File: src/hdl/sctp_pkg.sv
package sctp_pkg;
    // Register byte addresses
    localparam logic [7:0] ADDR_CFG0  = 8'h00;  // Port configs at 0x00..0x0c
    localparam logic [7:0] ADDR_STAT0 = 8'h10;  // Port status at 0x10..0x1c
    localparam logic [7:0] ADDR_CTRL  = 8'h20;

    // Config field positions
    localparam int XL_LSB   = 0;   // [1:0] translation mode
    localparam int IPAR_LSB = 2;   // [3:2] input parity
    localparam int OPAR_LSB = 4;   // [5:4] output parity
    localparam int APLF_BIT = 6;   // Append line feed
    localparam int WSZ_LSB  = 8;   // [9:8] word size
    localparam int CHK_LSB  = 10;  // [12:10] check dsr, cts, carrier
    localparam int SUB_LSB  = 16;  // [23:16] substitute code
    localparam int CFG_W    = 24;
    localparam logic [23:0] CFG_RST = 24'h000000;

    // Status field positions
    localparam int ST_PERR_BIT = 0;
    localparam int ST_DSR_BIT  = 4;
    localparam int ST_CTS_BIT  = 5;
    localparam int ST_CD_BIT   = 6;

    // Translation modes, light is the reset encoding
    localparam logic [1:0] XL_LIGHT = 2'h0;
    localparam logic [1:0] XL_HEAVY = 2'h1;
    localparam logic [1:0] XL_NONE  = 2'h2;

    // Output parity settings
    localparam logic [1:0] OP_KEEP = 2'h0;
    localparam logic [1:0] OP_EVEN = 2'h1;
    localparam logic [1:0] OP_ODD  = 2'h2;
    localparam logic [1:0] OP_MARK = 2'h3;

    // Input parity settings
    localparam logic [1:0] IP_KEEP  = 2'h0;
    localparam logic [1:0] IP_EVEN  = 2'h1;
    localparam logic [1:0] IP_ODD   = 2'h2;
    localparam logic [1:0] IP_NOCHK = 2'h3;

    // Word sizes
    localparam logic [1:0] WS_8 = 2'h0;
    localparam logic [1:0] WS_7 = 2'h1;
    localparam logic [1:0] WS_6 = 2'h2;
    localparam logic [1:0] WS_5 = 2'h3;

    // Character codes
    localparam logic [7:0] CODE_CR       = 8'h0d;
    localparam logic [7:0] CODE_LF       = 8'h0a;
    localparam logic [7:0] LINE_END_CODE = 8'h9b;
    localparam logic [7:0] CODE_LOW      = 8'h20;  // 32, first printable
    localparam logic [7:0] CODE_HIGH     = 8'h7c;  // 124, last printable

    // Output sequencer, Gray coded
    typedef enum logic [1:0] {
        ST_IDLE = 2'b00,
        ST_CHAR = 2'b01,
        ST_LF   = 2'b11
    } sctp_state_type;
endpackage : sctp_pkg

File: src/hdl/sctp_top.sv
`timescale 1ns/1ps
// Summary of operation
// - Missing handshake lines read as always ready
// - Output: translate, then parity, then shorten
// - Input: expand, then parity, then translate
// - Each stage works on prior stage result
// - Appended LF also gets parity and shortening
// - One mode for both directions; none passes
// - Line end becomes CR out, CR becomes line end in
// - Append gives CR then LF
// - Translation clears top bit both ways
// - Light input: clear top, CR to line end
// - Light output: line end to CR, clear top
// - Translation mode resets to light
// - Heavy input: out of range gets substitute
// - Substitute per port, resets to zero
// - Heavy output drops unprintable characters
// - LF after every CR, translation only, off
// - Separate parity modes, parity is bit 7
// - Default parity leaves bit 7 alone
// - Output parity: even, odd, mark, keep
// - Input parity: keep, even, odd, nocheck
// - Parity error delivers char, sets flag
// - Line states readable unless continuous transfer
// - Shortening keeps low bits of word
// - Expansion fills added bits with ones
// - Settings held separately per port
module sctp_top #(
    parameter int         NPORT   = 4,
    parameter logic [3:0] HAS_DSR = 4'h7,
    parameter logic [3:0] HAS_CTS = 4'h1,
    parameter logic [3:0] HAS_CD  = 4'h1
) (
    input  wire logic        pclk,
    input  wire logic        presetn,
    input  wire logic        psel,
    input  wire logic        penable,
    input  wire logic        pwrite,
    input  wire logic [7:0]  paddr,
    input  wire logic [31:0] pwdata,
    output logic      [31:0] prdata,
    output logic             pready,
    output logic             pslverr,
    input  wire logic        host_tx_valid,
    input  wire logic [1:0]  host_tx_port,
    input  wire logic [7:0]  host_tx_char,
    output logic             host_tx_ready,
    output logic             ser_tx_valid,
    output logic      [1:0]  ser_tx_port,
    output logic      [7:0]  ser_tx_word,
    input  wire logic        ser_tx_ready,
    input  wire logic        ser_rx_valid,
    input  wire logic [1:0]  ser_rx_port,
    input  wire logic [7:0]  ser_rx_word,
    output logic             host_rx_valid,
    output logic      [1:0]  host_rx_port,
    output logic      [7:0]  host_rx_char,
    output logic             host_rx_perr,
    input  wire logic [3:0]  dsr_input,
    input  wire logic [3:0]  cts_input,
    input  wire logic [3:0]  carrier_detect_input,
    output logic      [3:0]  lines_ok
);
    if (NPORT != 4) begin : g_chk
        $error("sctp_top serves exactly four ports");
    end

    // Shorten to word size, upper bits zero
    function automatic logic [7:0] shorten(input logic [1:0] ws, input logic [7:0] c);
        case (ws)
            sctp_pkg::WS_7: shorten = {1'b0, c[6:0]};
            sctp_pkg::WS_6: shorten = {2'b00, c[5:0]};
            sctp_pkg::WS_5: shorten = {3'b000, c[4:0]};
            default:        shorten = c;
        endcase
    endfunction : shorten

    // Expand short word, added bits set
    function automatic logic [7:0] expand(input logic [1:0] ws, input logic [7:0] w);
        case (ws)
            sctp_pkg::WS_7: expand = {1'b1, w[6:0]};
            sctp_pkg::WS_6: expand = {2'b11, w[5:0]};
            sctp_pkg::WS_5: expand = {3'b111, w[4:0]};
            default:        expand = w;
        endcase
    endfunction : expand

    // Output parity on bit 7
    function automatic logic [7:0] par_out(input logic [1:0] m, input logic [7:0] c);
        case (m)
            sctp_pkg::OP_EVEN: par_out = {^c[6:0], c[6:0]};
            sctp_pkg::OP_ODD:  par_out = {~^c[6:0], c[6:0]};
            sctp_pkg::OP_MARK: par_out = {1'b1, c[6:0]};
            default:           par_out = c;
        endcase
    endfunction : par_out

    // Output translation: {drop, add_lf, char}
    function automatic logic [9:0] xl_out(input logic [1:0] m, input logic ap, input logic [7:0] c);
        logic [7:0] ch;
        logic       drop;
        ch   = (c == sctp_pkg::LINE_END_CODE) ? sctp_pkg::CODE_CR : c;
        drop = 1'b0;
        if (m == sctp_pkg::XL_HEAVY && c != sctp_pkg::LINE_END_CODE &&
            (c < sctp_pkg::CODE_LOW || c > sctp_pkg::CODE_HIGH)) begin
            drop = 1'b1;
        end
        ch[7] = 1'b0;
        if (m == sctp_pkg::XL_LIGHT || m == sctp_pkg::XL_HEAVY) begin
            xl_out = {drop, ap && ch == sctp_pkg::CODE_CR && !drop, ch};
        end else begin
            xl_out = {2'b00, c};
        end
    endfunction : xl_out

    // Input translation
    function automatic logic [7:0] xl_in(input logic [1:0] m, input logic [7:0] sub, input logic [7:0] w);
        logic [7:0] ch;
        ch = {1'b0, w[6:0]};
        if (m == sctp_pkg::XL_LIGHT || m == sctp_pkg::XL_HEAVY) begin
            if (ch == sctp_pkg::CODE_CR) begin
                xl_in = sctp_pkg::LINE_END_CODE;
            end else if (m == sctp_pkg::XL_HEAVY &&
                         (ch < sctp_pkg::CODE_LOW || ch > sctp_pkg::CODE_HIGH)) begin
                xl_in = sub;
            end else begin
                xl_in = ch;
            end
        end else begin
            xl_in = w;
        end
    endfunction : xl_in

    // Per-port settings and errors, shared control and sequencer state
    logic [sctp_pkg::CFG_W-1:0] cfg_q [NPORT];
    logic [NPORT-1:0]           perr_q;
    logic                       cont_q;
    logic [11:0]                hs_meta_q;
    logic [11:0]                hs_q;
    sctp_pkg::sctp_state_type   state_q;
    logic [7:0]                 lf_word_q;
    logic                       lf_pend_q;

    // APB decode
    wire        apb_acc   = psel && penable && pready;
    wire        apb_wr    = apb_acc && pwrite;
    wire [1:0]  a_idx     = paddr[3:2];
    wire        hit_cfg   = paddr[7:4] == sctp_pkg::ADDR_CFG0[7:4] && paddr[1:0] == 2'b00;
    wire        hit_stat  = paddr[7:4] == sctp_pkg::ADDR_STAT0[7:4] && paddr[1:0] == 2'b00;
    wire        hit_ctrl  = paddr == sctp_pkg::ADDR_CTRL;
    wire        stat_busy = hit_stat && cont_q && !pwrite;
    wire        bad_addr  = !(hit_cfg || hit_stat || hit_ctrl) || stat_busy;

    // Handshake lines, absent ones forced ready
    wire [3:0] dsr_now = hs_q[3:0] | ~HAS_DSR;
    wire [3:0] cts_now = hs_q[7:4] | ~HAS_CTS;
    wire [3:0] cd_now  = hs_q[11:8] | ~HAS_CD;

    wire [31:0] stat_word = {25'h0, cd_now[a_idx], cts_now[a_idx], dsr_now[a_idx],
                             3'h0, perr_q[a_idx]};
    wire [31:0] rd_word = hit_cfg  ? {8'h0, cfg_q[a_idx]} :
                          hit_stat ? stat_word : {31'h0, cont_q};

    // Bus answer, one wait state
    always_ff @(posedge pclk or negedge presetn) begin
        if (!presetn) begin
            pready  <= 1'b0;
            pslverr <= 1'b0;
            prdata  <= 32'h0;
        end else begin
            pready  <= psel && penable && !pready;
            pslverr <= psel && penable && !pready && bad_addr;
            prdata  <= (psel && penable && !pready && !bad_addr && !pwrite) ? rd_word : 32'h0;
        end
    end

    // Config writes, light mode and zero substitute at reset
    always_ff @(posedge pclk or negedge presetn) begin
        if (!presetn) begin
            for (int i = 0; i < NPORT; i++) cfg_q[i] <= sctp_pkg::CFG_RST;
            cont_q <= 1'b0;
        end else if (apb_wr && !bad_addr) begin
            if (hit_cfg) cfg_q[a_idx] <= pwdata[sctp_pkg::CFG_W-1:0];
            if (hit_ctrl) cont_q <= pwdata[0];
        end
    end

    // Handshake synchroniser
    always_ff @(posedge pclk or negedge presetn) begin
        if (!presetn) begin
            hs_meta_q <= 12'h0;
            hs_q      <= 12'h0;
        end else begin
            hs_meta_q <= {carrier_detect_input, cts_input, dsr_input};
            hs_q      <= hs_meta_q;
        end
    end

    // Line check summary per port
    logic [3:0] ok_d;
    always_comb begin
        for (int i = 0; i < NPORT; i++) begin
            ok_d[i] = (dsr_now[i] || !cfg_q[i][sctp_pkg::CHK_LSB]) &&
                      (cts_now[i] || !cfg_q[i][sctp_pkg::CHK_LSB+1]) &&
                      (cd_now[i]  || !cfg_q[i][sctp_pkg::CHK_LSB+2]);
        end
    end
    always_ff @(posedge pclk or negedge presetn) begin
        if (!presetn) lines_ok <= 4'h0;
        else          lines_ok <= ok_d;
    end

    // Output chain for the requested port
    wire [23:0] tcfg   = cfg_q[host_tx_port];
    wire [1:0]  t_xl   = tcfg[sctp_pkg::XL_LSB+:2];
    wire [1:0]  t_par  = tcfg[sctp_pkg::OPAR_LSB+:2];
    wire [1:0]  t_ws   = tcfg[sctp_pkg::WSZ_LSB+:2];
    wire [9:0]  t_x    = xl_out(t_xl, tcfg[sctp_pkg::APLF_BIT], host_tx_char);
    wire [7:0]  t_word = shorten(t_ws, par_out(t_par, t_x[7:0]));
    wire [7:0]  t_lf   = shorten(t_ws, par_out(t_par, sctp_pkg::CODE_LF));
    wire        tx_acc = host_tx_valid && host_tx_ready;
    wire        out_go = ser_tx_valid && ser_tx_ready;

    // Output sequencer
    sctp_pkg::sctp_state_type state_d;
    always_comb begin
        state_d = state_q;
        case (state_q)
            sctp_pkg::ST_IDLE: if (tx_acc && !t_x[9]) state_d = sctp_pkg::ST_CHAR;
            sctp_pkg::ST_CHAR: begin
                if (out_go && lf_pend_q) state_d = sctp_pkg::ST_LF;
                else if (out_go)         state_d = sctp_pkg::ST_IDLE;
            end
            sctp_pkg::ST_LF:   if (out_go) state_d = sctp_pkg::ST_IDLE;
            default:           state_d = sctp_pkg::ST_IDLE;
        endcase
    end

    always_ff @(posedge pclk or negedge presetn) begin
        if (!presetn) begin
            state_q       <= sctp_pkg::ST_IDLE;
            host_tx_ready <= 1'b0;
            ser_tx_valid  <= 1'b0;
            ser_tx_port   <= 2'h0;
            ser_tx_word   <= 8'h0;
            lf_word_q     <= 8'h0;
            lf_pend_q     <= 1'b0;
        end else begin
            state_q       <= state_d;
            host_tx_ready <= state_d == sctp_pkg::ST_IDLE;
            ser_tx_valid  <= state_d != sctp_pkg::ST_IDLE;
            if (state_q == sctp_pkg::ST_IDLE && tx_acc) begin
                ser_tx_port <= host_tx_port;
                ser_tx_word <= t_word;
                lf_word_q   <= t_lf;
                lf_pend_q   <= t_x[8];
            end else if (state_q == sctp_pkg::ST_CHAR && out_go) begin
                ser_tx_word <= lf_word_q;
                lf_pend_q   <= 1'b0;
            end
        end
    end

    // Input chain for the receiving port
    wire [23:0] rcfg  = cfg_q[ser_rx_port];
    wire [1:0]  r_ip  = rcfg[sctp_pkg::IPAR_LSB+:2];
    wire [7:0]  r_exp = expand(rcfg[sctp_pkg::WSZ_LSB+:2], ser_rx_word);
    wire        r_bad = (r_ip == sctp_pkg::IP_EVEN && ^r_exp) ||
                        (r_ip == sctp_pkg::IP_ODD && !(^r_exp));
    wire [7:0]  r_par = (r_ip == sctp_pkg::IP_KEEP) ? r_exp : {1'b0, r_exp[6:0]};
    wire [7:0]  r_chr = xl_in(rcfg[sctp_pkg::XL_LSB+:2], rcfg[sctp_pkg::SUB_LSB+:8], r_par);

    // Delivered character, error flag beside it
    always_ff @(posedge pclk or negedge presetn) begin
        if (!presetn) begin
            host_rx_valid <= 1'b0;
            host_rx_port  <= 2'h0;
            host_rx_char  <= 8'h0;
            host_rx_perr  <= 1'b0;
        end else begin
            host_rx_valid <= ser_rx_valid;
            host_rx_port  <= ser_rx_port;
            host_rx_char  <= r_chr;
            host_rx_perr  <= ser_rx_valid && r_bad;
        end
    end

    // Sticky parity error, set beats write-one-clear
    logic [3:0] perr_clr;
    logic [3:0] perr_set;
    always_comb begin
        for (int i = 0; i < NPORT; i++) begin
            perr_clr[i] = apb_wr && hit_stat && a_idx == i[1:0] && pwdata[sctp_pkg::ST_PERR_BIT];
            perr_set[i] = ser_rx_valid && r_bad && ser_rx_port == i[1:0];
        end
    end
    always_ff @(posedge pclk or negedge presetn) begin
        if (!presetn) perr_q <= 4'h0;
        else          perr_q <= (perr_q & ~perr_clr) | perr_set;
    end

    // Checks
    property p_drop;
        @(posedge pclk) disable iff (!presetn)
        (tx_acc && t_x[9]) |=> (state_q == sctp_pkg::ST_IDLE) && !ser_tx_valid;
    endproperty
    a_drop: assert property (p_drop) else $error("dropped char emitted");

    property p_lf;
        @(posedge pclk) disable iff (!presetn)
        (out_go && state_q == sctp_pkg::ST_CHAR && lf_pend_q) |=> ser_tx_valid && ser_tx_word == $past(lf_word_q);
    endproperty
    a_lf: assert property (p_lf) else $error("LF missing after CR");

    property p_cr;
        @(posedge pclk) disable iff (!presetn)
        (tx_acc && host_tx_char == sctp_pkg::LINE_END_CODE && t_xl != sctp_pkg::XL_NONE &&
         t_par == sctp_pkg::OP_KEEP && t_ws == sctp_pkg::WS_8) |=> ser_tx_word == sctp_pkg::CODE_CR;
    endproperty
    a_cr: assert property (p_cr) else $error("line end not sent as CR");

    property p_nolf;
        @(posedge pclk) disable iff (!presetn)
        (tx_acc && t_xl == sctp_pkg::XL_NONE) |=> !lf_pend_q;
    endproperty
    a_nolf: assert property (p_nolf) else $error("LF without translation");

    property p_perr;
        @(posedge pclk) disable iff (!presetn)
        (ser_rx_valid && r_bad) |=> host_rx_valid && host_rx_perr && perr_q[$past(ser_rx_port)];
    endproperty
    a_perr: assert property (p_perr) else $error("parity error not flagged");

    property p_strip;
        @(posedge pclk) disable iff (!presetn)
        (ser_rx_valid && r_ip != sctp_pkg::IP_KEEP && rcfg[1:0] == sctp_pkg::XL_NONE) |=> !host_rx_char[7];
    endproperty
    a_strip: assert property (p_strip) else $error("bit 7 not cleared");

    property p_heavy;
        @(posedge pclk) disable iff (!presetn)
        (ser_rx_valid && rcfg[1:0] == sctp_pkg::XL_HEAVY) |=>
            host_rx_char == sctp_pkg::LINE_END_CODE || host_rx_char == $past(rcfg[23:16]) ||
            (host_rx_char >= sctp_pkg::CODE_LOW && host_rx_char <= sctp_pkg::CODE_HIGH);
    endproperty
    a_heavy: assert property (p_heavy) else $error("heavy input out of range");

    property p_short;
        @(posedge pclk) disable iff (!presetn)
        ser_tx_valid && cfg_q[ser_tx_port][9:8] == sctp_pkg::WS_5 |-> ser_tx_word[7:5] == 3'h0;
    endproperty
    a_short: assert property (p_short) else $error("short word has high bits");

    property p_absent;
        @(posedge pclk) disable iff (!presetn)
        (!HAS_DSR[3] && !HAS_CTS[3] && !HAS_CD[3] && $past(presetn)) |=> lines_ok[3];
    endproperty
    a_absent: assert property (p_absent) else $error("absent line not ready");

    property p_expand;
        @(posedge pclk) disable iff (!presetn)
        (ser_rx_valid && rcfg[1:0] >= sctp_pkg::XL_NONE &&
         (rcfg[9:8] == sctp_pkg::WS_6 || rcfg[9:8] == sctp_pkg::WS_5)) |=> host_rx_char[6];
    endproperty
    a_expand: assert property (p_expand) else $error("expanded bit not set");

    c_drop:  cover property (@(posedge pclk) disable iff (!presetn) tx_acc && t_x[9]);
    c_crlf:  cover property (@(posedge pclk) disable iff (!presetn) state_q == sctp_pkg::ST_LF && out_go);
    c_perr:  cover property (@(posedge pclk) disable iff (!presetn) host_rx_perr);
    c_pend:  cover property (@(posedge pclk) disable iff (!presetn) state_q == sctp_pkg::ST_CHAR && lf_pend_q);
    c_stall: cover property (@(posedge pclk) disable iff (!presetn) ser_tx_valid && !ser_tx_ready [*3]);
endmodule : sctp_top

File: config.mk
export PLATFORM = sky130hd
export DESIGN_NAME = sctp_top
export DESIGN_NICKNAME = d
export VERILOG_FILES = /design/src/hdl/sctp_pkg.sv /design/src/hdl/sctp_top.sv
export SDC_FILE = /design/constraint.sdc
export NUM_CORES = 1
export LEC_CHECK = 0
export BUFFER_PORTS_ARGS = -buffer_cell sky130_fd_sc_hd__buf_2
export CORE_MARGIN = 2
export CORE_UTILIZATION = 52
export CTS_BUF_LIST = sky130_fd_sc_hd__clkbuf_4 sky130_fd_sc_hd__clkbuf_8
export DETAILED_ROUTE_END_ITERATION = 16
export PLACE_DENSITY = 0.78
export SLEW_MARGIN = 5
export SYNTH_ARGS = -nofsm -noshare
export SYNTH_HDL_FRONTEND = slang
export SYNTH_SLANG_ARGS = --single-unit
export TNS_END_PERCENT = 5
File: constraint.sdc
create_clock -name pclk -period 2.6 [get_ports pclk]
set_input_delay 0.39 -clock pclk [delete_from_list [all_inputs] [get_ports pclk]]
set_output_delay 0.39 -clock pclk [all_outputs]
set_load 0.01 [all_outputs]
; ---- Yosys cells after proc, flatten, opt, wreduce, memory -nomap -nowiden
; Cells that the tools add are included.
[word_totals]
ff_bits = 184
input_bits = 80
word_cells = 192
out_inout_bits = 62
[op_classes]
n_mux = 43
n_eq_ne = 27
n_bitwise = 6
n_lt_le_gt_ge = 9
reduce_logical = 84
[ops]
columns = operator, n
row1 = $mux W24, 7
row2 = $bmux W24 S2, 3
row3 = $bwmux W96, 1
row4 = $pmux W8 S3, 4
row5 = $mux W8, 7
row6 = $demux W24 S2, 1
row7 = $logic_and A1 B1 Y1, 42
row8 = $mux W10, 3
row9 = $eq A2 B2 Y1 const B, 12
row10 = $eq A2 B1 Y1 const B, 9
row11 = $logic_not A2 Y1, 8
row12 = $eq A7 B4 Y1 const B, 2
row13 = $mux W7, 2
row14 = $logic_or A1 B1 Y1, 13
row15 = $logic_not A1 Y1, 12
row16 = $ge A3 B3 Y1 const B, 3
row17 = $not A2 Y3, 3
row18 = $bmux W1 S2, 4
row19 = $eq A8 B6 Y1 const B, 1
row20 = $eq A8 B8 Y1 const B, 1
row21 = $gt A8 B7 Y1 const B, 1
row22 = $lt A8 B6 Y1 const B, 1
row23 = $ne A8 B8 Y1 const B, 1
row24 = $reduce_xor A8 Y1, 1
row25 = other kinds (17), 27

; ---- Depth between registers and ports, before layout
[depth]
ltp_word = 16
mapped_depth = 10
ltp_nobuf = 9

; ---- Worst setup path after synthesis
; Ideal clock, no wire load.
[synth_timing]
path_type = in2reg
startpoint = input port ser_rx_port[0]
endpoint = register perr_q[1]
setup_time_ns = 0.140
required_time_ns = 2.460
path_stages = 9
t_arrival_ns = 2.478
setup_slack_ns = -0.017
path_buffers = 1
path_cell_list = buf_6 > mux4_2 > a21oi_1 > ha_1 > xnor3_1 > nand4b_1 > a31oi_1 > nor4_2 > o21ai_0
[synth_between]
elab_chain_cells = 13
elab_cells_between_ends = 19
classes_between = eq/ne (6) / mux (4) / bitwise (2) / reduce/logical (7)
[synth_lines]
columns = element, line_no
row1 = "start, declared", sctp_top.sv:53  ; input wire logic [1:0] ser_rx_port,
row2 = $not A2 Y3 (not written as such), sctp_top.sv:265  ; wire [23:0] rcfg = cfg_q[ser_rx_port];
row3 = $bmux W24 S2, sctp_top.sv:265
row4 = $mux W24 (not written as such) (2 in series), sctp_top.sv:265
row5 = $eq A2 B2 Y1 or $eq A2 B1 Y1 (tied branches), sctp_top.sv:80  ; case (ws)
row6 = $pmux W8 S3, sctp_top.sv:80
row7 = $reduce_xor A8 Y1, "sctp_top.sv:268, sctp_top.sv:269"
row8 = $logic_not A1 Y1, sctp_top.sv:269  ; (r_ip == sctp_pkg::IP_ODD && !(^r_exp));
row9 = $logic_and A1 B1 Y1, sctp_top.sv:269
row10 = $logic_or A1 B1 Y1, sctp_top.sv:268  ; wire r_bad = (r_ip == sctp_pkg::IP_EVEN && ^r_exp) ||
row11 = $logic_and A1 B1 Y1, sctp_top.sv:294  ; perr_set[i] = ser_rx_valid && r_bad && ser_rx_port == i[1:0];
row12 = $logic_and A1 B1 Y1 (*), sctp_top.sv:294
row13 = $or A4 B4 Y4 (*), sctp_top.sv:299  ; else perr_q <= (perr_q & ~perr_clr) | perr_set;
row14 = "end signal, assigned", sctp_top.sv:299
row15 = "end, declared", sctp_top.sv:136  ; logic [NPORT-1:0] perr_q;
; Every way passes the cells marked *; elsewhere a longest branch is shown, timed or not. The select of a mux whose other input is x is not followed.
; A chain may end at the register's enable or synchronous reset.

; ---- Worst setup path after layout
[layout_timing]
startpoint = register cfg_q[8] (netlist name)
endpoint = register perr_q[0]
[layout_between]
elab_chain_cells = 12
elab_cells_between_ends = 15
classes_between = eq/ne (3) / mux (4) / bitwise (1) / reduce/logical (7)
[layout_lines]
columns = element, line_no
row1 = "start, declared", sctp_top.sv:135  ; logic [sctp_pkg::CFG_W-1:0] cfg_q [NPORT];
row2 = "start signal, assigned by index", sctp_top.sv:183  ; if (hit_cfg) cfg_q[a_idx] <= pwdata[sctp_pkg::CFG_W-1:0];
row3 = $bmux W24 S2 (*), sctp_top.sv:265
row4 = $mux W24 (not written as such) (*) (2 in series), sctp_top.sv:265
row5 = $eq A2 B2 Y1 or $eq A2 B1 Y1 (tied branches), sctp_top.sv:80
row6 = $pmux W8 S3 (*), sctp_top.sv:80
row7 = $reduce_xor A8 Y1 (*), "sctp_top.sv:268, sctp_top.sv:269"
row8 = $logic_not A1 Y1, sctp_top.sv:269
row9 = $logic_and A1 B1 Y1, sctp_top.sv:269
row10 = $logic_or A1 B1 Y1 (*), sctp_top.sv:268
row11 = $logic_and A1 B1 Y1 (*) (2 in series), sctp_top.sv:294
row12 = $or A4 B4 Y4 (*), sctp_top.sv:299
; Marks and branches as above.

==> run summary <==
Initial DRC Count = 319
Status = completed
Largest net degree at the start of global routing = 78
Routability cong. = 0.866
Hold path depth = 1
RSZ-0062 raised after global routing = yes
Grt total ovfl = 0
Number of distinct library cells after synthesis = 65
GR Util All Layers = 23.4%
Root Driver = clkbuf_8
Non-Filler Instances = 879
GR Util met3 = 5.28%
Core ar. = 0.0150 mm^2
Pins over their slew limit = 0
Hold_sp = carrier_detect_input[0]
Die Span Y = 127 um
Seq/Total Area, Yosys = 53.7%
Clock Latency Late Sink = 0.45 ns
FF-to-FF path depth = 9
Port bufs = 118
Shortest period the worst path allows = 2.55 ns
Mapped cell area = 0.00792 mm^2
Synth async-reset ratio = 100%
Post-CTS setup buffers = 0
Max Fclk = 393 MHz
CTS tree = built
First-pass GRT wire length = 29000 um
Most frequent cells in the layout = dfrtp_1 (170), buf_2 (117), mux2_2 (98)
H-Tree Depth = 4
Placed cell count = 846
Final Setup Violations = 0
Crit path DAT = 2.90 ns
Top FF cell, synth = dfrtp_1
Seq cells post-synth = 170
Pwr Density = 609 mW/mm^2
Grt peak-use layer = met2
Mean Syn Cell Area = 14.4 um^2
Met2 Use GR = 40.0%
Final hold vios = 0
Die area = 0.0162 mm^2
Worst VDD drop = 0.000391 V
Endpoint, Worst Hold = hs_meta_q[8]$_DFF_PN0_
Residual DRC count = 0
Clock sinks = 170
Commonest non-fill, non-tap cell in the layout = dfrtp_1
Chip Width = 127 um
Yosys warnings = 0
DR pass1 iterations = 4
Total CTS buffers = 17
Remaining antenna violation count after routing = 0
Post-synth EDFFs = 0
Core Rows = 45
Worst Hold Class = in2reg
Total number of vias = 5063
CP Capture Type = flip-flop
Antenna violations before repair = 1
Via/cell ratio = 5.76
GR Layer Usage met1 = 29.8%
Mapped Cells = 549
Clk buf depth = 2
Layout area overhead = 16.7%
Number of global-route vias before repair = 5515
R2r startpoint = cfg_q[8]$_DFFE_PN0P_
CTS clk-pin slew, worst paths = 0.08 ns
RR Endpoint = perr_q[0]$_DFF_PN0_
Fraction of layout cells with a size suffix above 1 = 47.8%
P_leak = 4.53 nW
WP data required = 2.96 ns
CP Class = reg2reg
Wirelength per Cell = 20.4 um
Period utilization = 98.0%
Worst-path fanout max = 5
Routed WL = 17900 um
DPL Wire Length = 12600 um
Max Cap Viol = 0
Worst slew pin tran = 0.550 ns
Nets = 762
Top Ports = 142
Total Power = 5.63 mW
Reg2Reg Setup Slack = 0.05 ns
Clock skew = 0.00817 ns
Starting Density = 52.7%
Crit start category = flip-flop
Slew margin rel. = 63.3%
==> worst max-delay path, stage by stage, from the launching register on <==
cell and delay, ns:
dfrtp_1 0.41, mux4_2 0.52, a21oi_2 0.20, ha_1 0.28
xnor3_1 0.24, nand4b_1 0.16, nor4_2 0.22, nor4_2 0.09
buf_4 0.16, o31ai_2 0.17
==> registers in the layout, summed over array words and instances, names as in the netlist, 4 cells and up <==
register and cells:
cfg_q 96, hs_q 5, prdata 24, lines_ok 4
ser_tx_word 8, host_rx_char 8, hs_meta_q 5, perr_q 4
==> through the flow <==
step	hold WS [ns]	setup WS, ns	setup TNS, ns	util (%)	cell area [um^2]
5_1_grt	0.0107	-0.0866	-0.168	61.5	9240
3_5_place_dp	0.335	-0.137	-0.606	58.2	8750
6_report	0.0445	0.0523	0	61.5	9240
3_3_place_gp	0.334	-0.0239	-0.0470	58.2	8750
2_1_floorplan	0.0944	0.0188	0	-	7950
4_1_cts	0.00928	0.0397	0	61.3	9220
==> cells in the mapped netlist (2+ instances only) <==
cell	count	area, um^2
a311oi_1	2	17.5
dfrtp_1	170	4250
mux4_4	2	50.1
nand2b_1	10	62.6
buf_1	3	11.3
o31ai_1	2	15.0
nor2_1	12	45.0
clkbuf_8	2	27.5
inv_1	14	52.6
clkbuf_1	12	45.0
xnor3_1	2	45.0
and3_1	2	12.5
mux4_2	44	991
xnor2_1	4	35.0
nor3_1	6	30.0
o22ai_1	2	12.5
o21a_1	3	22.5
buf_2	11	55.1
a31oi_1	2	12.5
ha_1	4	50.1
nand4_1	4	25.0
a21oi_1	5	25.0
or2_2	2	12.5
nand3_1	4	20.0
a22o_2	2	20.0
mux2i_1	3	30.0
conb_1	2	7.51
o21ai_0	18	90.1
a22o_1	3	26.3
mux2_2	98	1100
buf_4	8	60.1
nand2_1	26	97.6
nor4_1	4	25.0
o22a_1	4	35.0
nand4b_1	5	43.8
nand3b_1	2	15.0
nor2b_1	21	131
and2_1	2	12.5
==> cell families (layout without fill, tap and decap cells) <==
logic type / count (synthesis) / in the layout / share of synthesized area (%)
and+or+nand+nor: 110 / 110 / 8.17
DFF: 170 / 170 / 53.7
muxes: 147 / 147 / 27.5
buffers and inverters: 51 / 185 / 3.32
xor gates and xnor gates: 7 / 7 / 1.31
adders and majority gates: 4 / 4 / 0.632
AOI/OAI and AO/OA: 58 / 58 / 5.25
other: 2 / 10 / 0.0949
==> worst max-delay path by stage <==
stage,slack [ns],from,endpoint,cells after the start
floorplan,0.02,ser_rx_port[0],perr_q[1]$_DFF_PN0_,9
global placement,-0.02,ser_rx_port[0],host_rx_char[0]$_DFF_PN0_,11
detailed placement,-0.14,ser_rx_port[0],perr_q[0]$_DFF_PN0_,10
CTS,0.04,cfg_q[8]$_DFFE_PN0P_,perr_q[0]$_DFF_PN0_,9
global route,-0.09,cfg_q[32]$_DFFE_PN0P_,perr_q[0]$_DFF_PN0_,9
finish,0.05,cfg_q[8]$_DFFE_PN0P_,perr_q[0]$_DFF_PN0_,9
==> metal layers <==
layer | vias to the layer above | share of wire, %
met2 | 157 | 53
li1 | 2277 | -
met3 | 24 | 6.4
met5 | - | 0
met4 | 0 | 1.4
met1 | 2605 | 40
==> final cells by class <==
type,count,area (um^2)
tap,188,235
antenna,1,2.50
sequential,170,4250
clock inverter,11,194
multi-input combinational,335,3450
fill,1169,5790
inverter,14,52.6
clock buffer,20,263
timing repair buffer,140,790
==> timing repair <==
| action | 4_1_cts | 5_1_grt |
|---|---|---|
| resized for setup | 0 | 5 |
| endpoints found under the hold margin | 47 | 0 |
| hold buffers | 1 | 0 |
| endpoints found under the setup margin | 0 | 5 |
==> power by group <==
part	switching [mW]	leakage (nW)	internal (mW)
registers	0.0737	2.28	2.76
clock network	0.929	0.230	1.19
logic	0.383	2.02	0.301
(Power assumes the default switching activity.)
